==> src/hdl/cmac_regs.vh <==
// constants for the cpu memory addressing core
`ifndef CMAC_REGS_VH
`define CMAC_REGS_VH
// ****************************************
// rom map
// ****************************************
`define CMAC_VEC_TOP 14'h000F
`define CMAC_ZPAGE_TOP 14'h003F
`define CMAC_PAT_TOP 14'h0FFF
`define CMAC_ROM_TOP 14'h3FFF
// ****************************************
// ram map
// ****************************************
`define CMAC_MR_BASE 10'h040
// ****************************************
// reset values
// ****************************************
`define CMAC_PC_RST 14'h0000
`define CMAC_SP_RST 10'h3FF
`define CMAC_ST_RST 1'b1
`define CMAC_IM_RST 7'h7F
`define CMAC_IF_RST 7'h00
`define CMAC_BF_RST 8'h00
`define CMAC_REG_RST 4'h0
// ****************************************
// operation codes
// ****************************************
`define CMAC_OP_NOP 4'h0
`define CMAC_OP_LJMP 4'h1
`define CMAC_OP_LBR 4'h2
`define CMAC_OP_LCALL 4'h3
`define CMAC_OP_BR 4'h4
`define CMAC_OP_CAL 4'h5
`define CMAC_OP_TBR 4'h6
`define CMAC_OP_PFETCH 4'h7
`define CMAC_OP_RAMIND 4'h8
`define CMAC_OP_RAMDIR 4'h9
`define CMAC_OP_LOAD_MEMREG_INSTR 4'hA
`define CMAC_OP_EXCHANGE_MEMREG_INSTR 4'hB
`define CMAC_OP_BITOP 4'hC
`define CMAC_OP_STOP 4'hD
`define CMAC_OP_SBY 4'hE
// ****************************************
// target kinds
// ****************************************
`define CMAC_K_LONG 3'h0
`define CMAC_K_PAGE 3'h1
`define CMAC_K_ZERO 3'h2
`define CMAC_K_TABLE 3'h3
`define CMAC_K_PAT 3'h4
`define CMAC_K_VEC 3'h5
`define CMAC_RK_IND 2'h0
`define CMAC_RK_DIR 2'h1
`define CMAC_RK_MR 2'h2
// ****************************************
// bit operation targets and commands
// ****************************************
`define CMAC_B_IE 4'h0
`define CMAC_B_LOW_SPEED_FLAG 4'h1
`define CMAC_B_CONVERTER_CURRENT_OFF_FLAG 4'h2
`define CMAC_B_CAPTURE_STATUS_FLAG 4'h3
`define CMAC_B_CAPTURE_ERROR_FLAG 4'h4
`define CMAC_B_RAM_ENABLE_FLAG 4'h5
`define CMAC_B_RSP 4'h6
`define CMAC_B_WATCHDOG_RUN_FLAG 4'h7
`define CMAC_B_CONVERSION_START_BIT 4'h8
`define CMAC_B_DIRECT_TRANSFER_FLAG 4'h9
`define CMAC_B_IF 4'hA
`define CMAC_B_IM 4'hB
`define CMAC_C_SET 2'h0
`define CMAC_C_RST 2'h1
`define CMAC_C_TEST 2'h2
// positions in the bit flag vector
`define CMAC_F_WATCHDOG_RUN_FLAG 0
`define CMAC_F_CONVERSION_START_BIT 1
`define CMAC_F_CAPTURE_STATUS_FLAG 2
`define CMAC_F_CAPTURE_ERROR_FLAG 3
`define CMAC_F_CONVERTER_CURRENT_OFF_FLAG 4
`define CMAC_F_RAM_ENABLE_FLAG 5
`define CMAC_F_LOW_SPEED_FLAG 6
`define CMAC_F_DIRECT_TRANSFER_FLAG 7
// argument field positions
`define CMAC_A_WR 13
`define CMAC_A_LANE_HI 8
`define CMAC_A_LANE_LO 6
`endif

==> src/hdl/cmac_core.v <==
// memory map, addressing modes, reset state and operating modes of the core
`timescale 1ns/1ps
`include "cmac_regs.vh"
module cmac_core (
    input wire mclk,
    input wire arst_n,
    input wire instrValid,
    input wire [3:0] instrOp,
    input wire [13:0] instrArg,
    input wire regWrEn,
    input wire [2:0] regSel,
    input wire [3:0] regWrData,
    input wire [3:0] ramRdData,
    input wire [6:0] irqSet,
    input wire captureEvt,
    input wire captureErr,
    input wire convDone,
    input wire stopCancel,
    output reg instrReady_r,
    output reg [13:0] romAddr_r,
    output reg romFetch_r,
    output reg [9:0] ramAddr_r,
    output reg ramRdEn_r,
    output reg ramWrEn_r,
    output reg [3:0] ramWrData_r,
    output reg [3:0] regRdData_r,
    output reg status_r,
    output reg statusValid_r,
    output reg [4:0] mode_r,
    output reg [9:0] stackPtr_r,
    output reg ieFlag_r,
    output reg [6:0] irqFlag_r,
    output reg [6:0] irqMask_r,
    output reg [7:0] bitFlags_r
);
    // ****************************************
    // states
    // ****************************************
    localparam [4:0] M_ACT = 5'h01;
    localparam [4:0] M_SUB = 5'h02;
    localparam [4:0] M_SBY = 5'h04;
    localparam [4:0] M_WAT = 5'h08;
    localparam [4:0] M_STP = 5'h10;
    localparam [3:0] P_IDLE = 4'h1;
    localparam [3:0] P_DIR = 4'h2;
    localparam [3:0] P_LOAD = 4'h4;
    localparam [3:0] P_XCHG = 4'h8;

    // ****************************************
    // reset release
    // ****************************************
    reg rstMeta_r;
    reg rstSync_r;
    always @(posedge mclk or negedge arst_n)
    begin
        if (!arst_n)
        begin
            rstMeta_r <= 1'b0;
            rstSync_r <= 1'b0;
        end
        else
        begin
            rstMeta_r <= 1'b1;
            rstSync_r <= rstMeta_r;
        end
    end

    // stop cancel comes from a pin
    reg cancelMeta_r;
    reg cancelSync_r;
    always @(posedge mclk or negedge rstSync_r)
    begin
        if (!rstSync_r)
        begin
            cancelMeta_r <= 1'b0;
            cancelSync_r <= 1'b0;
        end
        else
        begin
            cancelMeta_r <= stopCancel;
            cancelSync_r <= cancelMeta_r;
        end
    end

    // ****************************************
    // decode helpers
    // ****************************************
    // returns {inhibited, executed} for a bit operation
    function [1:0] bitCheck;
        input [3:0] idx;
        input [1:0] cmd;
        input active;
        begin
            case (idx)
                `CMAC_B_IE, `CMAC_B_IM, `CMAC_B_LOW_SPEED_FLAG, `CMAC_B_CONVERTER_CURRENT_OFF_FLAG: bitCheck = 2'h1;
                `CMAC_B_IF, `CMAC_B_CAPTURE_STATUS_FLAG, `CMAC_B_CAPTURE_ERROR_FLAG, `CMAC_B_RAM_ENABLE_FLAG:
                    bitCheck = (cmd == `CMAC_C_SET) ? 2'h0 : 2'h1;
                `CMAC_B_RSP: bitCheck = (cmd == `CMAC_C_SET) ? 2'h0 : ((cmd == `CMAC_C_RST) ? 2'h1 : 2'h2);
                `CMAC_B_WATCHDOG_RUN_FLAG: bitCheck = (cmd == `CMAC_C_SET) ? 2'h1 : ((cmd == `CMAC_C_RST) ? 2'h0 : 2'h2);
                `CMAC_B_CONVERSION_START_BIT: bitCheck = (cmd == `CMAC_C_RST) ? 2'h2 : 2'h1;
                `CMAC_B_DIRECT_TRANSFER_FLAG: bitCheck = (cmd == `CMAC_C_SET && active) ? 2'h0 : 2'h1;
                default: bitCheck = (cmd == `CMAC_C_TEST) ? 2'h2 : 2'h0;
            endcase
        end
    endfunction

    function [2:0] opKind;
        input [3:0] op;
        begin
            case (op)
                `CMAC_OP_BR: opKind = `CMAC_K_PAGE;
                `CMAC_OP_CAL: opKind = `CMAC_K_ZERO;
                `CMAC_OP_TBR: opKind = `CMAC_K_TABLE;
                `CMAC_OP_PFETCH: opKind = `CMAC_K_PAT;
                default: opKind = `CMAC_K_LONG;
            endcase
        end
    endfunction

    // lowest pending request wins
    function [2:0] firstPend;
        input [6:0] p;
        integer i;
        begin
            firstPend = 3'h0;
            for (i = 6; i >= 0; i = i - 1)
                if (p[i])
                    firstPend = i[2:0];
        end
    endfunction

    // ****************************************
    // architectural registers
    // ****************************************
    reg [3:0] acc_r;
    reg [3:0] breg_r;
    reg [1:0] bank_r;
    reg [3:0] mid_r;
    reg [3:0] low_r;
    reg [3:0] auxFirst_r;
    reg [3:0] auxSecond_r;
    reg carry_r;
    reg [13:0] pc_r;
    reg rsp_r;
    reg dirWr_r;
    reg [3:0] phase_r;
    reg [4:0] modeNxt;
    reg [3:0] phaseNxt;

    wire [6:0] pendMask = irqFlag_r & ~irqMask_r;
    wire anyPend = |pendMask;
    wire running = (mode_r == M_ACT) || (mode_r == M_SUB);
    wire accept = instrValid & instrReady_r;
    wire acceptOp = accept & (phase_r == P_IDLE);
    wire acceptDir = accept & (phase_r == P_DIR);
    wire takeIrq = running & (phase_r == P_IDLE) & ~accept & ieFlag_r & anyPend;
    wire lpNop = ~ieFlag_r & anyPend;
    wire [2:0] pendIdx = firstPend(pendMask);
    wire [2:0] pendIdxP1 = pendIdx + 3'h1;
    wire [13:0] vecArg = {10'h000, pendIdxP1, 1'b0};
    wire isBranch = (instrOp == `CMAC_OP_LBR) || (instrOp == `CMAC_OP_BR) || (instrOp == `CMAC_OP_TBR);
    wire isJump = (instrOp == `CMAC_OP_LJMP) || (instrOp == `CMAC_OP_LCALL) || (instrOp == `CMAC_OP_CAL);
    wire [1:0] bitChk = bitCheck(instrArg[3:0], instrArg[5:4], mode_r == M_ACT);
    wire bitDo = acceptOp & (instrOp == `CMAC_OP_BITOP) & bitChk[0];
    wire bitSetDo = bitDo & (instrArg[5:4] == `CMAC_C_SET);
    wire bitRstDo = bitDo & (instrArg[5:4] == `CMAC_C_RST);
    // a bit test only reads, so it must never write the flag back
    wire bitWrDo = bitSetDo | bitRstDo;
    wire [2:0] lane = instrArg[`CMAC_A_LANE_HI:`CMAC_A_LANE_LO];
    wire [13:0] romTarget;
    wire [9:0] ramAddrW;
    wire [2:0] romKind = takeIrq ? `CMAC_K_VEC : opKind(instrOp);
    wire [13:0] romArg = takeIrq ? vecArg : instrArg;
    wire [1:0] ramKind = (phase_r == P_DIR) ? `CMAC_RK_DIR :
        (((instrOp == `CMAC_OP_LOAD_MEMREG_INSTR) || (instrOp == `CMAC_OP_EXCHANGE_MEMREG_INSTR)) ? `CMAC_RK_MR : `CMAC_RK_IND);
    wire [13:0] pcInc = pc_r + 14'h0001;
    wire [9:0] spDec = stackPtr_r - 10'h001;

    cmac_rom_target romTgt (
        .kind(romKind),
        .pc(pc_r),
        .arg(romArg),
        .acc(acc_r),
        .breg(breg_r),
        .target(romTarget)
    );

    cmac_ram_addr ramAdr (
        .kind(ramKind),
        .bank(bank_r),
        .mid(mid_r),
        .low(low_r),
        .arg(instrArg[9:0]),
        .addr(ramAddrW)
    );

    // ****************************************
    // mode and phase sequencing
    // ****************************************
    always @*
    begin
        modeNxt = mode_r;
        phaseNxt = phase_r;
        case (mode_r)
            M_ACT, M_SUB:
            begin
                // cancelled low-power entry falls through as a nop
                if (acceptOp && instrOp == `CMAC_OP_STOP && !lpNop)
                    modeNxt = (mode_r == M_SUB && bitFlags_r[`CMAC_F_DIRECT_TRANSFER_FLAG]) ? M_ACT :
                        (bitFlags_r[`CMAC_F_LOW_SPEED_FLAG] ? M_WAT : M_STP);
                else if (acceptOp && instrOp == `CMAC_OP_SBY && !lpNop)
                    modeNxt = M_SBY;
            end
            M_SBY, M_WAT:
            begin
                if (anyPend)
                    modeNxt = bitFlags_r[`CMAC_F_LOW_SPEED_FLAG] ? M_SUB : M_ACT;
            end
            M_STP:
            begin
                if (cancelSync_r)
                    modeNxt = M_ACT;
            end
            default: modeNxt = M_ACT;
        endcase
        case (phase_r)
            P_IDLE:
            begin
                if (acceptOp)
                    case (instrOp)
                        `CMAC_OP_RAMDIR: phaseNxt = P_DIR;
                        `CMAC_OP_RAMIND: phaseNxt = instrArg[`CMAC_A_WR] ? P_IDLE : P_LOAD;
                        `CMAC_OP_LOAD_MEMREG_INSTR: phaseNxt = P_LOAD;
                        `CMAC_OP_EXCHANGE_MEMREG_INSTR: phaseNxt = P_XCHG;
                        default: phaseNxt = P_IDLE;
                    endcase
            end
            P_DIR:
            begin
                if (acceptDir)
                    phaseNxt = dirWr_r ? P_IDLE : P_LOAD;
            end
            P_LOAD, P_XCHG: phaseNxt = P_IDLE;
            default: phaseNxt = P_IDLE;
        endcase
    end

    // ****************************************
    // datapath and program flow
    // ****************************************
    always @(posedge mclk or negedge rstSync_r)
    begin
        if (!rstSync_r)
        begin
            mode_r <= M_ACT;
            phase_r <= P_IDLE;
            instrReady_r <= 1'b0;
            pc_r <= `CMAC_PC_RST;
            stackPtr_r <= `CMAC_SP_RST;
            romAddr_r <= `CMAC_PC_RST;
            romFetch_r <= 1'b0;
            ramAddr_r <= 10'h000;
            ramRdEn_r <= 1'b0;
            ramWrEn_r <= 1'b0;
            ramWrData_r <= `CMAC_REG_RST;
            regRdData_r <= `CMAC_REG_RST;
            status_r <= `CMAC_ST_RST;
            statusValid_r <= 1'b1;
            acc_r <= `CMAC_REG_RST;
            breg_r <= `CMAC_REG_RST;
            bank_r <= 2'h0;
            mid_r <= `CMAC_REG_RST;
            low_r <= `CMAC_REG_RST;
            auxFirst_r <= `CMAC_REG_RST;
            auxSecond_r <= `CMAC_REG_RST;
            carry_r <= 1'b0;
            dirWr_r <= 1'b0;
        end
        else
        begin
            mode_r <= modeNxt;
            phase_r <= phaseNxt;
            instrReady_r <= ((modeNxt == M_ACT) || (modeNxt == M_SUB)) &&
                ((phaseNxt == P_IDLE) || (phaseNxt == P_DIR));
            romFetch_r <= 1'b0;
            ramRdEn_r <= 1'b0;
            ramWrEn_r <= 1'b0;
            case (regSel)
                3'h0: regRdData_r <= acc_r;
                3'h1: regRdData_r <= breg_r;
                3'h2: regRdData_r <= {2'h0, bank_r};
                3'h3: regRdData_r <= mid_r;
                3'h4: regRdData_r <= low_r;
                3'h5: regRdData_r <= auxFirst_r;
                3'h6: regRdData_r <= auxSecond_r;
                default: regRdData_r <= {3'h0, carry_r};
            endcase
            if (regWrEn && running)
                case (regSel)
                    3'h0: acc_r <= regWrData;
                    3'h1: breg_r <= regWrData;
                    3'h2: bank_r <= regWrData[1:0];
                    3'h3: mid_r <= regWrData;
                    3'h4: low_r <= regWrData;
                    3'h5: auxFirst_r <= regWrData;
                    3'h6: auxSecond_r <= regWrData;
                    default: carry_r <= regWrData[0];
                endcase
            if (phase_r == P_LOAD)
                acc_r <= ramRdData;
            if (phase_r == P_XCHG)
            begin
                acc_r <= ramRdData;
                ramWrEn_r <= 1'b1;
                ramWrData_r <= acc_r;
            end
            if (acceptOp)
            begin
                romFetch_r <= 1'b1;
                pc_r <= pcInc;
                romAddr_r <= pcInc;
                if (isJump || (isBranch && status_r))
                begin
                    pc_r <= romTarget;
                    romAddr_r <= romTarget;
                end
                if (instrOp == `CMAC_OP_PFETCH)
                    romAddr_r <= romTarget;
                if (instrOp == `CMAC_OP_LCALL || instrOp == `CMAC_OP_CAL)
                    stackPtr_r <= spDec;
                if (isBranch)
                begin
                    status_r <= 1'b1;
                    statusValid_r <= 1'b1;
                end
                if (instrOp == `CMAC_OP_RAMIND || instrOp == `CMAC_OP_LOAD_MEMREG_INSTR || instrOp == `CMAC_OP_EXCHANGE_MEMREG_INSTR)
                begin
                    ramAddr_r <= ramAddrW;
                    ramRdEn_r <= !(instrOp == `CMAC_OP_RAMIND && instrArg[`CMAC_A_WR]);
                    ramWrEn_r <= instrOp == `CMAC_OP_RAMIND && instrArg[`CMAC_A_WR];
                    ramWrData_r <= acc_r;
                end
                if (instrOp == `CMAC_OP_RAMDIR)
                    dirWr_r <= instrArg[`CMAC_A_WR];
                if (instrOp == `CMAC_OP_BITOP)
                begin
                    // a bit that is barred for this operation leaves no trustworthy status
                    statusValid_r <= ~bitChk[1];
                    if (instrArg[5:4] == `CMAC_C_TEST && bitChk[0])
                        case (instrArg[3:0])
                            `CMAC_B_IE: status_r <= ieFlag_r;
                            `CMAC_B_IM: status_r <= irqMask_r[lane];
                            `CMAC_B_IF: status_r <= irqFlag_r[lane];
                            `CMAC_B_LOW_SPEED_FLAG: status_r <= bitFlags_r[`CMAC_F_LOW_SPEED_FLAG];
                            `CMAC_B_CONVERTER_CURRENT_OFF_FLAG: status_r <= bitFlags_r[`CMAC_F_CONVERTER_CURRENT_OFF_FLAG];
                            `CMAC_B_CAPTURE_STATUS_FLAG: status_r <= bitFlags_r[`CMAC_F_CAPTURE_STATUS_FLAG];
                            `CMAC_B_CAPTURE_ERROR_FLAG: status_r <= bitFlags_r[`CMAC_F_CAPTURE_ERROR_FLAG];
                            `CMAC_B_RAM_ENABLE_FLAG: status_r <= bitFlags_r[`CMAC_F_RAM_ENABLE_FLAG];
                            `CMAC_B_RSP: status_r <= rsp_r;
                            `CMAC_B_CONVERSION_START_BIT: status_r <= bitFlags_r[`CMAC_F_CONVERSION_START_BIT];
                            `CMAC_B_DIRECT_TRANSFER_FLAG: status_r <= bitFlags_r[`CMAC_F_DIRECT_TRANSFER_FLAG];
                            default: status_r <= status_r;
                        endcase
                end
            end
            if (acceptDir)
            begin
                ramAddr_r <= ramAddrW;
                ramRdEn_r <= ~dirWr_r;
                ramWrEn_r <= dirWr_r;
                ramWrData_r <= acc_r;
                pc_r <= pcInc;
                romAddr_r <= pcInc;
                romFetch_r <= 1'b1;
            end
            if (takeIrq)
            begin
                pc_r <= romTarget;
                romAddr_r <= romTarget;
                romFetch_r <= 1'b1;
                stackPtr_r <= spDec;
            end
            // leaving stop reloads only pc and rom address, so the cpu restarts from the reset vector
            if (mode_r == M_STP && modeNxt == M_ACT)
            begin
                pc_r <= `CMAC_PC_RST;
                romAddr_r <= `CMAC_PC_RST;
                romFetch_r <= 1'b1;
            end
        end
    end

    // ****************************************
    // interrupt control and bit-register flags
    // ****************************************
    wire ifClr = bitRstDo && instrArg[3:0] == `CMAC_B_IF;
    wire [6:0] ifClrMask = ifClr ? (7'h01 << lane) : 7'h00;
    wire [6:0] laneMask = 7'h01 << lane;
    always @(posedge mclk or negedge rstSync_r)
    begin
        if (!rstSync_r)
        begin
            ieFlag_r <= 1'b0;
            irqFlag_r <= `CMAC_IF_RST;
            irqMask_r <= `CMAC_IM_RST;
            bitFlags_r <= `CMAC_BF_RST;
            rsp_r <= 1'b0;
        end
        else
        begin
            // hardware set beats a software clear in the same cycle
            irqFlag_r <= (irqFlag_r & ~ifClrMask) | irqSet;
            if (takeIrq)
                ieFlag_r <= 1'b0;
            else if (bitWrDo && instrArg[3:0] == `CMAC_B_IE)
                ieFlag_r <= bitSetDo;
            if (bitWrDo && instrArg[3:0] == `CMAC_B_IM)
                irqMask_r <= bitSetDo ? (irqMask_r | laneMask) : (irqMask_r & ~laneMask);
            if (bitRstDo && instrArg[3:0] == `CMAC_B_RSP)
                rsp_r <= 1'b0;
            if (bitWrDo)
                case (instrArg[3:0])
                    `CMAC_B_WATCHDOG_RUN_FLAG: bitFlags_r[`CMAC_F_WATCHDOG_RUN_FLAG] <= 1'b1;
                    `CMAC_B_CONVERSION_START_BIT: bitFlags_r[`CMAC_F_CONVERSION_START_BIT] <= 1'b1;
                    `CMAC_B_CAPTURE_STATUS_FLAG: bitFlags_r[`CMAC_F_CAPTURE_STATUS_FLAG] <= captureEvt;
                    `CMAC_B_CAPTURE_ERROR_FLAG: bitFlags_r[`CMAC_F_CAPTURE_ERROR_FLAG] <= captureErr;
                    `CMAC_B_CONVERTER_CURRENT_OFF_FLAG: bitFlags_r[`CMAC_F_CONVERTER_CURRENT_OFF_FLAG] <= bitSetDo;
                    `CMAC_B_RAM_ENABLE_FLAG: bitFlags_r[`CMAC_F_RAM_ENABLE_FLAG] <= 1'b0;
                    `CMAC_B_LOW_SPEED_FLAG: bitFlags_r[`CMAC_F_LOW_SPEED_FLAG] <= bitSetDo;
                    `CMAC_B_DIRECT_TRANSFER_FLAG: bitFlags_r[`CMAC_F_DIRECT_TRANSFER_FLAG] <= bitSetDo;
                    default: bitFlags_r <= bitFlags_r;
                endcase
            if (captureEvt)
                bitFlags_r[`CMAC_F_CAPTURE_STATUS_FLAG] <= 1'b1;
            if (captureErr)
                bitFlags_r[`CMAC_F_CAPTURE_ERROR_FLAG] <= 1'b1;
            if (convDone)
                bitFlags_r[`CMAC_F_CONVERSION_START_BIT] <= 1'b0;
            if (mode_r == M_WAT && modeNxt != M_WAT)
                bitFlags_r[`CMAC_F_RAM_ENABLE_FLAG] <= 1'b1;
        end
    end
endmodule // cmac_core

==> src/hdl/cmac_rom_target.v <==
// rom branch and fetch target former
`timescale 1ns/1ps
`include "cmac_regs.vh"
module cmac_rom_target (
    input wire [2:0] kind,
    input wire [13:0] pc,
    input wire [13:0] arg,
    input wire [3:0] acc,
    input wire [3:0] breg,
    output reg [13:0] target
);
    always @*
    begin
        case (kind)
            `CMAC_K_LONG: target = arg & `CMAC_ROM_TOP;
            `CMAC_K_PAGE: target = {pc[13:8], arg[7:0]};
            `CMAC_K_ZERO: target = arg & `CMAC_ZPAGE_TOP;
            `CMAC_K_TABLE: target = {arg[3:0], breg, acc, 2'h0};
            `CMAC_K_PAT: target = arg & `CMAC_PAT_TOP;
            `CMAC_K_VEC: target = arg & `CMAC_VEC_TOP;
            default: target = pc;
        endcase
    end
endmodule // cmac_rom_target

==> src/hdl/cmac_ram_addr.v <==
// ram address former for the three ram addressing modes
`timescale 1ns/1ps
`include "cmac_regs.vh"
module cmac_ram_addr (
    input wire [1:0] kind,
    input wire [1:0] bank,
    input wire [3:0] mid,
    input wire [3:0] low,
    input wire [9:0] arg,
    output reg [9:0] addr
);
    always @*
    begin
        case (kind)
            `CMAC_RK_IND: addr = {bank, mid, low};
            `CMAC_RK_DIR: addr = arg;
            `CMAC_RK_MR: addr = `CMAC_MR_BASE | {6'h00, arg[3:0]};
            default: addr = {bank, mid, low};
        endcase
    end
endmodule // cmac_ram_addr

==> config.mk <==
export PLATFORM = sky130hd
export DESIGN_NAME = cmac_core
export DESIGN_NICKNAME = d
export VERILOG_FILES = /design/src/hdl/cmac_core.v /design/src/hdl/cmac_rom_target.v /design/src/hdl/cmac_ram_addr.v
export VERILOG_INCLUDE_DIRS = /design/src /design/src/hdl
export SDC_FILE = /design/constraint.sdc
export NUM_CORES = 1
export LEC_CHECK = 0
export ABC_AREA = 0
export ABC_CLOCK_PERIOD_IN_PS = 10400
export BUFFER_PORTS_ARGS = -buffer_cell sky130_fd_sc_hd__buf_2
export CORE_MARGIN = 2
export CORE_UTILIZATION = 40
export CTS_BUF_LIST = sky130_fd_sc_hd__clkbuf_2
export DETAILED_ROUTE_END_ITERATION = 10
export MAX_ROUTING_LAYER = met4
export PLACE_DENSITY = 0.58
export SYNTH_ARGS = -nofsm -noshare
export SYNTH_HDL_FRONTEND = slang
export SYNTH_SLANG_ARGS = --single-unit
export TNS_END_PERCENT = 5
==> constraint.sdc <==
create_clock -name mclk -period 10.4 [get_ports mclk]
set_clock_uncertainty 0.1 [all_clocks]
set_input_delay 0.52 -clock mclk [delete_from_list [all_inputs] [get_ports mclk]]
set_output_delay 0.52 -clock mclk [all_outputs]
set_load 0.005 [all_outputs]
### After elaboration in Yosys (flattened, before gate mapping)

Cells that the tools add are included.

| operators by class | value |
|---|---|
| equality and inequality tests | 55 |
| reductions and logical operators | 78 |
| add/sub/neg operators | 3 |
| divide/modulo/power cells | 0 |
| shift operators | 1 |
| bitwise logic cells | 26 |
| muxes and demuxes | 98 |
| $lt $le $gt $ge | 1 |
| multiply operators | 0 |

Operators with widths:

| operator | count |
|---|---|
| 2-to-1 mux 14 bit | 11 |
| case mux 14 bit (6 select lines) | 1 |
| 2-to-1 mux 10 bit | 6 |
| equality test 4 bit, second input constant | 12 |
| AND reduction 2 bit | 21 |
| 2-to-1 mux 4 bit | 10 |
| equality test 4 x 3 -> 1 bit, second input constant | 9 |
| 2-to-1 mux 1 bit | 32 |
| 2-to-1 mux 3 bit | 10 |
| 2-to-1 mux 5 bit | 6 |
| case mux 4 bit (7 select lines) | 1 |
| nonzero test 2 bit | 14 |
| equality test 4 x 2 -> 1 bit, second input constant | 6 |
| bitwise AND 7 bit | 3 |
| inverter 7 bit | 3 |
| case mux 10 bit (2 select lines) | 1 |
| 2-to-1 mux 2 bit | 9 |
| equality test 4 x 1 -> 1 bit, second input constant | 4 |
| logical AND 1 bit | 16 |
| case mux 4 bit (4 select lines) | 1 |
| equality test 3 bit, second input constant | 5 |
| case mux 5 bit (3 select lines) | 1 |
| adder 14 x 1 -> 14 bit, second input constant | 1 |
| 2-to-1 mux 7 bit | 2 |
| 35 further kinds | 77 |

| word-level totals | value |
|---|---|
| memories | 0 |
| output and inout bits | 76 |
| memory bits (writable) | 0 |
| bits in read-only memories | 0 |
| bits of input ports | 44 |
| word-level logic and storage cells | 300 |
| flip-flop bits (word level) | 126 |
| latch bits | 0 |

### Longest topological paths before layout

| depth | value |
|---|---|
| depth after elaboration | 18 |
| mapped depth | 9 |
| gate-level depth less buffers | 8 |

### By module

Synthesis repeated with hierarchy kept, for this count alone.

| second synthesis, totals | value |
|---|---|
| cells, all modules | 790 |
| area total of the unflattened synthesis | 7629.8 µm² |

By module, submodules not included:

| module | times used | cells an instance | seq. area each (µm²) | area each (µm²) |
|---|---|---|---|---|
| cmac_core | 1 | 705 | 3179.3 | 6984.2 |
| cmac_rom_target | 1 | 58 | 0.0 | 454.2 |
| cmac_ram_addr | 1 | 27 | 0.0 | 191.4 |

### Least setup slack after synthesis

No wires, ideal clock.

| timing path | value |
|---|---|
| kind | input-to-reg |
| start point | in instrOp[2] |
| end point | reg pc_r[5] |
| data required time | 10.168 ns |
| arrival | 1.977 ns |
| path slack | 8.191 ns |
| stages | 8 |
| library setup time | 0.132 ns |
| cells stage by stage | buf_2 > nor4bb_1 > clkbuf_1 > mux2i_1 > nor2_1 > a22o_1 > a221oi_1 > nor2_1 |

| between the ends | value |
|---|---|
| longest elaborated chain between the ends | 10 |

RTL lines:

| item | line | RTL |
|---|---|---|
| start: declaration | cmac_core.v:8 | `input wire [3:0] instrOp,` |
| equality test 4 x 3 -> 1 bit or equality test 4 x 2 -> 1 bit (tied branches) | - |  |
| case mux 3 bit (4 select lines) or logical OR 1 bit (tied branches) | cmac_core.v:110, cmac_core.v:161 |  |
| 2-to-1 mux 3 bit or logical OR 1 bit (tied branches) | cmac_core.v:172, cmac_core.v:161 |  |
| equality test 3 bit, or another cell as far along | cmac_rom_target.v:14 | `case (kind)` |
| case mux 14 bit (6 select lines) or logical OR 1 bit (tied branches) | cmac_rom_target.v:14, cmac_core.v:322 |  |
| 2-to-1 mux 14 bit | cmac_core.v:322 | `if (isJump \|\| (isBranch && status_r))` |
| 2-to-1 mux 14 bit | cmac_core.v:317 | `if (acceptOp)` |
| 2-to-1 mux 14 bit | cmac_core.v:366 | `if (acceptDir)` |
| 2-to-1 mux 14 bit | cmac_core.v:376 | `if (takeIrq)` |
| 2-to-1 mux 14 bit | cmac_core.v:384 | `if (mode_r == M_STP && modeNxt == M_ACT)` |
| end signal: assignment | cmac_core.v:320 | `pc_r <= pcInc;` |
| end signal: assignment | cmac_core.v:378 | `pc_r <= romTarget;` |
| end signal: assignment | cmac_core.v:386 | `` pc_r <= `CMAC_PC_RST; `` |
| end: declaration | cmac_core.v:143 | `reg [13:0] pc_r;` |

Parallel ways exist; a longest one is shown, timed or not. The select of a mux whose other input is x is not followed.
A chain may end at the register's enable or synchronous reset.

==> impl_metrics.ini <==
[timing]
hold_viol = 0
tns_ns = 0
post-route-period-util_pct = 29.9
fin_hold_ws_ns = 0.0754
worst_pin_slew_ns = 0.949
slew_headroom_pct = 36.7
finalSetupViolCount = 0
rsz0062_at_grt = no
fmax_mhz = 321
post-route-min-period_ns = 3.11
drv_slew = 0

[critical_path]
crit_path_max_fanout = 12
r2r_end = romAddr_r[9]
worstSetupStartpointType = flop
rr_worst_depth = 6
criticalPathCategory = reg2reg
cp_slowest_stage_delay_ns = 0.66
worst_path_max_delay_cell = nor2_1
cp.required_ns = 10.99
path_cells = nor2b_1, nor4_4, a211o_1, nand2_1, nor2_1, a22o_1
crit_buf_inv = 0
cpLargestDelayFamily = simple AND/OR/NAND/NOR gates
r2r_slack_ns = 7.29
worstPathArrival_ns = 3.70
cp-end-kind = flop

[global_routing]
grt_overflow = 0
track_usage_pct = 24.2
grt_max_degree = 77
grt_antenna_before_repair = 1
grt_pass1_wl_um = 36300
grt_pass1_vias = 6496

[floorplan]
core-area_um2 = 18000
die_area_um2 = 19600
die_h_um = 140
num_rows = 49
start_util_pct = 41.0
fp.dieW_um = 140
pin_count = 120

[finish]
fill_cells = 1803
ff_latch_area_um2 = 3180
area_growth_pct = 16.7
drive_above_1_share_pct = 23.9
nNetsFinal = 971
final_common_cell = buf_2
multi_input_area_um2 = 3950
most-common-layout-cells = 119 x buf_2, 104 x dfrtp_1, 91 x nand2_1, 63 x nor2_1, 58 x o21ai_0
postLayoutCellArea_um2 = 8630

[clock_tree]
cts_resized = 0
clk_pin_slew_worst_paths_ns = 0.19
hold_buffers = 27
cts_tree = yes
insertion_delay_ns = 0.75
clock_path_buffers = 2
clock-sinks = 126
cts_setup_buffers = 0
htreeDepth = 4
cts_root_buf = clkbuf_2
numCtsBuffers = 17

[placement]
gp_congestion = 0.895
post-dp-hpwl_um = 15800
port-buffer-count = 119
place_area_um2 = 8130

[synthesis]
synth_flop_cell = dfrtp_1
synth_compound_area_share_pct = 19.9
synth.distinct_cells = 79
ys.warnings.count = 0
muxShareOfSynthArea_pct = 7.89
yosys.area_share.adder_pct = 0.508
ys_seq_area_share_pct = 43.0
synth-edff-count = 0
synth_cells = 800
synthArstFlopShare_pct = 100
netlist_area_um2 = 7390
ys_seq_elements = 126
avgSynthCellArea_um2 = 9.24
synthSimpleGateAreaFrac_pct = 22.0
syn-num-nets = 847
synth_top_family_by_area = simple AND/OR/NAND/NOR gates
synth_xor_xnor_area_share_pct = 3.08

[routing]
postRouteAntennaNets = 0
avgRoutedWirePerCell_um = 19.3
drt_first_pass_iters = 6
drtIter0Drc = 679
via_per_inst = 5.77
wl_um = 22500
vias = 6734
drcViolationCount = 0

[power_and_ir_drop]
combPwrFrac_pct = 26.5
power_frac_clock_pct = 22.5
power_switching_share_pct = 35.4
p_sw_uw = 488
p_int_uw = 893
p_leak_nw = 3.72
peakVddDrop_v = 0.0000798
power.density_nw_per_um2 = 160
power_frac_seq_pct = 51.0

[min_path]
hold_start = regSel[0]
holdPathEnd = regRdData_r[0]
hold_path_class = in2reg
min_delay_path_depth = 2

[outcome]
status = completed

[run]
maxCapViolations = 0
## metal layers
metal,wire length [um],GRT usage [%],share of wire (%)
met1,10100,34.0,45
met2,10500,35.8,47
met3,1410,3.93,6.2
met4,482,8.37,2.1
met5,0,-,0
## layout make-up
class,instances,share of cell area (%)
Sequential cell,126,36.9
Antenna cell,1,0.0290
Tap cell,229,3.32
Clock inverter,12,1.42
Clock buffer,20,1.16
Multi-Input combinational cell,608,45.8
Timing Repair Buffer,153,10.6
Inverter,18,0.783
## Yosys cell counts, types with 4 or more instances
| library cell | number | share of area [%] |
|---|---|---|
| a31oi_1 | 6 | 0.51 |
| mux2_2 | 26 | 4.0 |
| clkbuf_1 | 32 | 1.6 |
| nand4_1 | 5 | 0.42 |
| mux2i_1 | 29 | 3.9 |
| a21o_1 | 6 | 0.61 |
| buf_2 | 11 | 0.74 |
| xor2_1 | 11 | 1.3 |
| nand3b_1 | 4 | 0.41 |
| a221oi_1 | 9 | 1.1 |
| o31ai_1 | 12 | 1.2 |
| a2111oi_0 | 4 | 0.47 |
| nand3_1 | 19 | 1.3 |
| o221ai_1 | 6 | 0.71 |
| a22o_1 | 6 | 0.71 |
| a22oi_1 | 12 | 1.2 |
| and2_1 | 5 | 0.42 |
| nor4_1 | 10 | 0.85 |
| o21ai_1 | 5 | 0.34 |
| or3_1 | 6 | 0.51 |
| xnor2_1 | 15 | 1.8 |
| nor4bb_1 | 4 | 0.54 |
| nor2b_1 | 24 | 2.0 |
| buf_1 | 4 | 0.20 |
| a21oi_1 | 33 | 2.2 |
| o2bb2ai_1 | 5 | 0.59 |
| o21ai_0 | 58 | 3.9 |
| dfrtp_1 | 105 | 36 |
| o211ai_1 | 7 | 0.71 |
| a222oi_1 | 4 | 0.54 |
| nor2_1 | 63 | 3.2 |
| o31a_1 | 4 | 0.47 |
| nand2_1 | 91 | 4.6 |
| a211oi_1 | 5 | 0.51 |
| nand2b_1 | 28 | 2.4 |
| inv_1 | 18 | 0.91 |
| dfstp_2 | 21 | 7.5 |
| o22ai_1 | 8 | 0.68 |
| nor3_1 | 16 | 1.1 |
## worst max-delay path by stage
| stage | slack [ns] | endpoint | cells past startpoint |
|---|---|---|---|
| after floorplan | 6.57 | acc_r[0] | 0 |
| after global placement | 7.40 | romAddr_r[11] | 6 |
| after detailed placement | 7.35 | romAddr_r[9] | 6 |
| after CTS | 7.34 | romAddr_r[9] | 6 |
| after global routing | 7.12 | romAddr_r[9] | 6 |
| final | 7.29 | romAddr_r[9] | 6 |
## power groups by stage
stage / clock (mW) / combinational (mW) / sequential (mW)
4_1_cts: 0.320 / 0.366 / 0.704
3_5_place_dp: 0 / 0.354 / 0.712
3_3_place_gp: 0 / 0.351 / 0.713
2_1_floorplan: 0 / 0.229 / 0.689
5_1_grt: 0.338 / 0.408 / 0.723
6_report: 0.311 / 0.367 / 0.704
## worst register-to-register path: stages, from the launching register on
cell	delay [ns]
dfstp_2	0.58
nor2b_1	0.10
nor4_4	0.50
a211o_1	0.50
nand2_1	0.39
nor2_1	0.66
a22o_1	0.25
## sequential cells by signal, summed over array words and instances, names as in the netlist, 5 cells and up, named ones only
signal and count:
romAddr_r 14, pc_r 14, stackPtr_r 10, bitFlags_r 8
mode_r 5, irqFlag_r 7, ramAddr_r 10
## logic make-up after synthesis
family	count (synthesis)
AOI/OAI and AO/OA	216
xor gates and xnor gates	26
adders and majority gates	3
buffers and inverters	66
DFF	126
muxes	55
other	1
and+or+nand+nor	307
## per-stage QoR
step	power (mW)	utilization, %	cells	setup slack (ns)
4_1_cts	1.39	47.9	1166	7.34
3_5_place_dp	1.07	45.1	1107	7.35
2_1_floorplan	0.917	-	800	6.57
3_3_place_gp	1.06	45.1	1107	7.40
6_report	1.38	47.9	1167	7.29
5_1_grt	1.47	47.9	1167	7.12
Note: power is estimated with default switching activity, not from simulation.
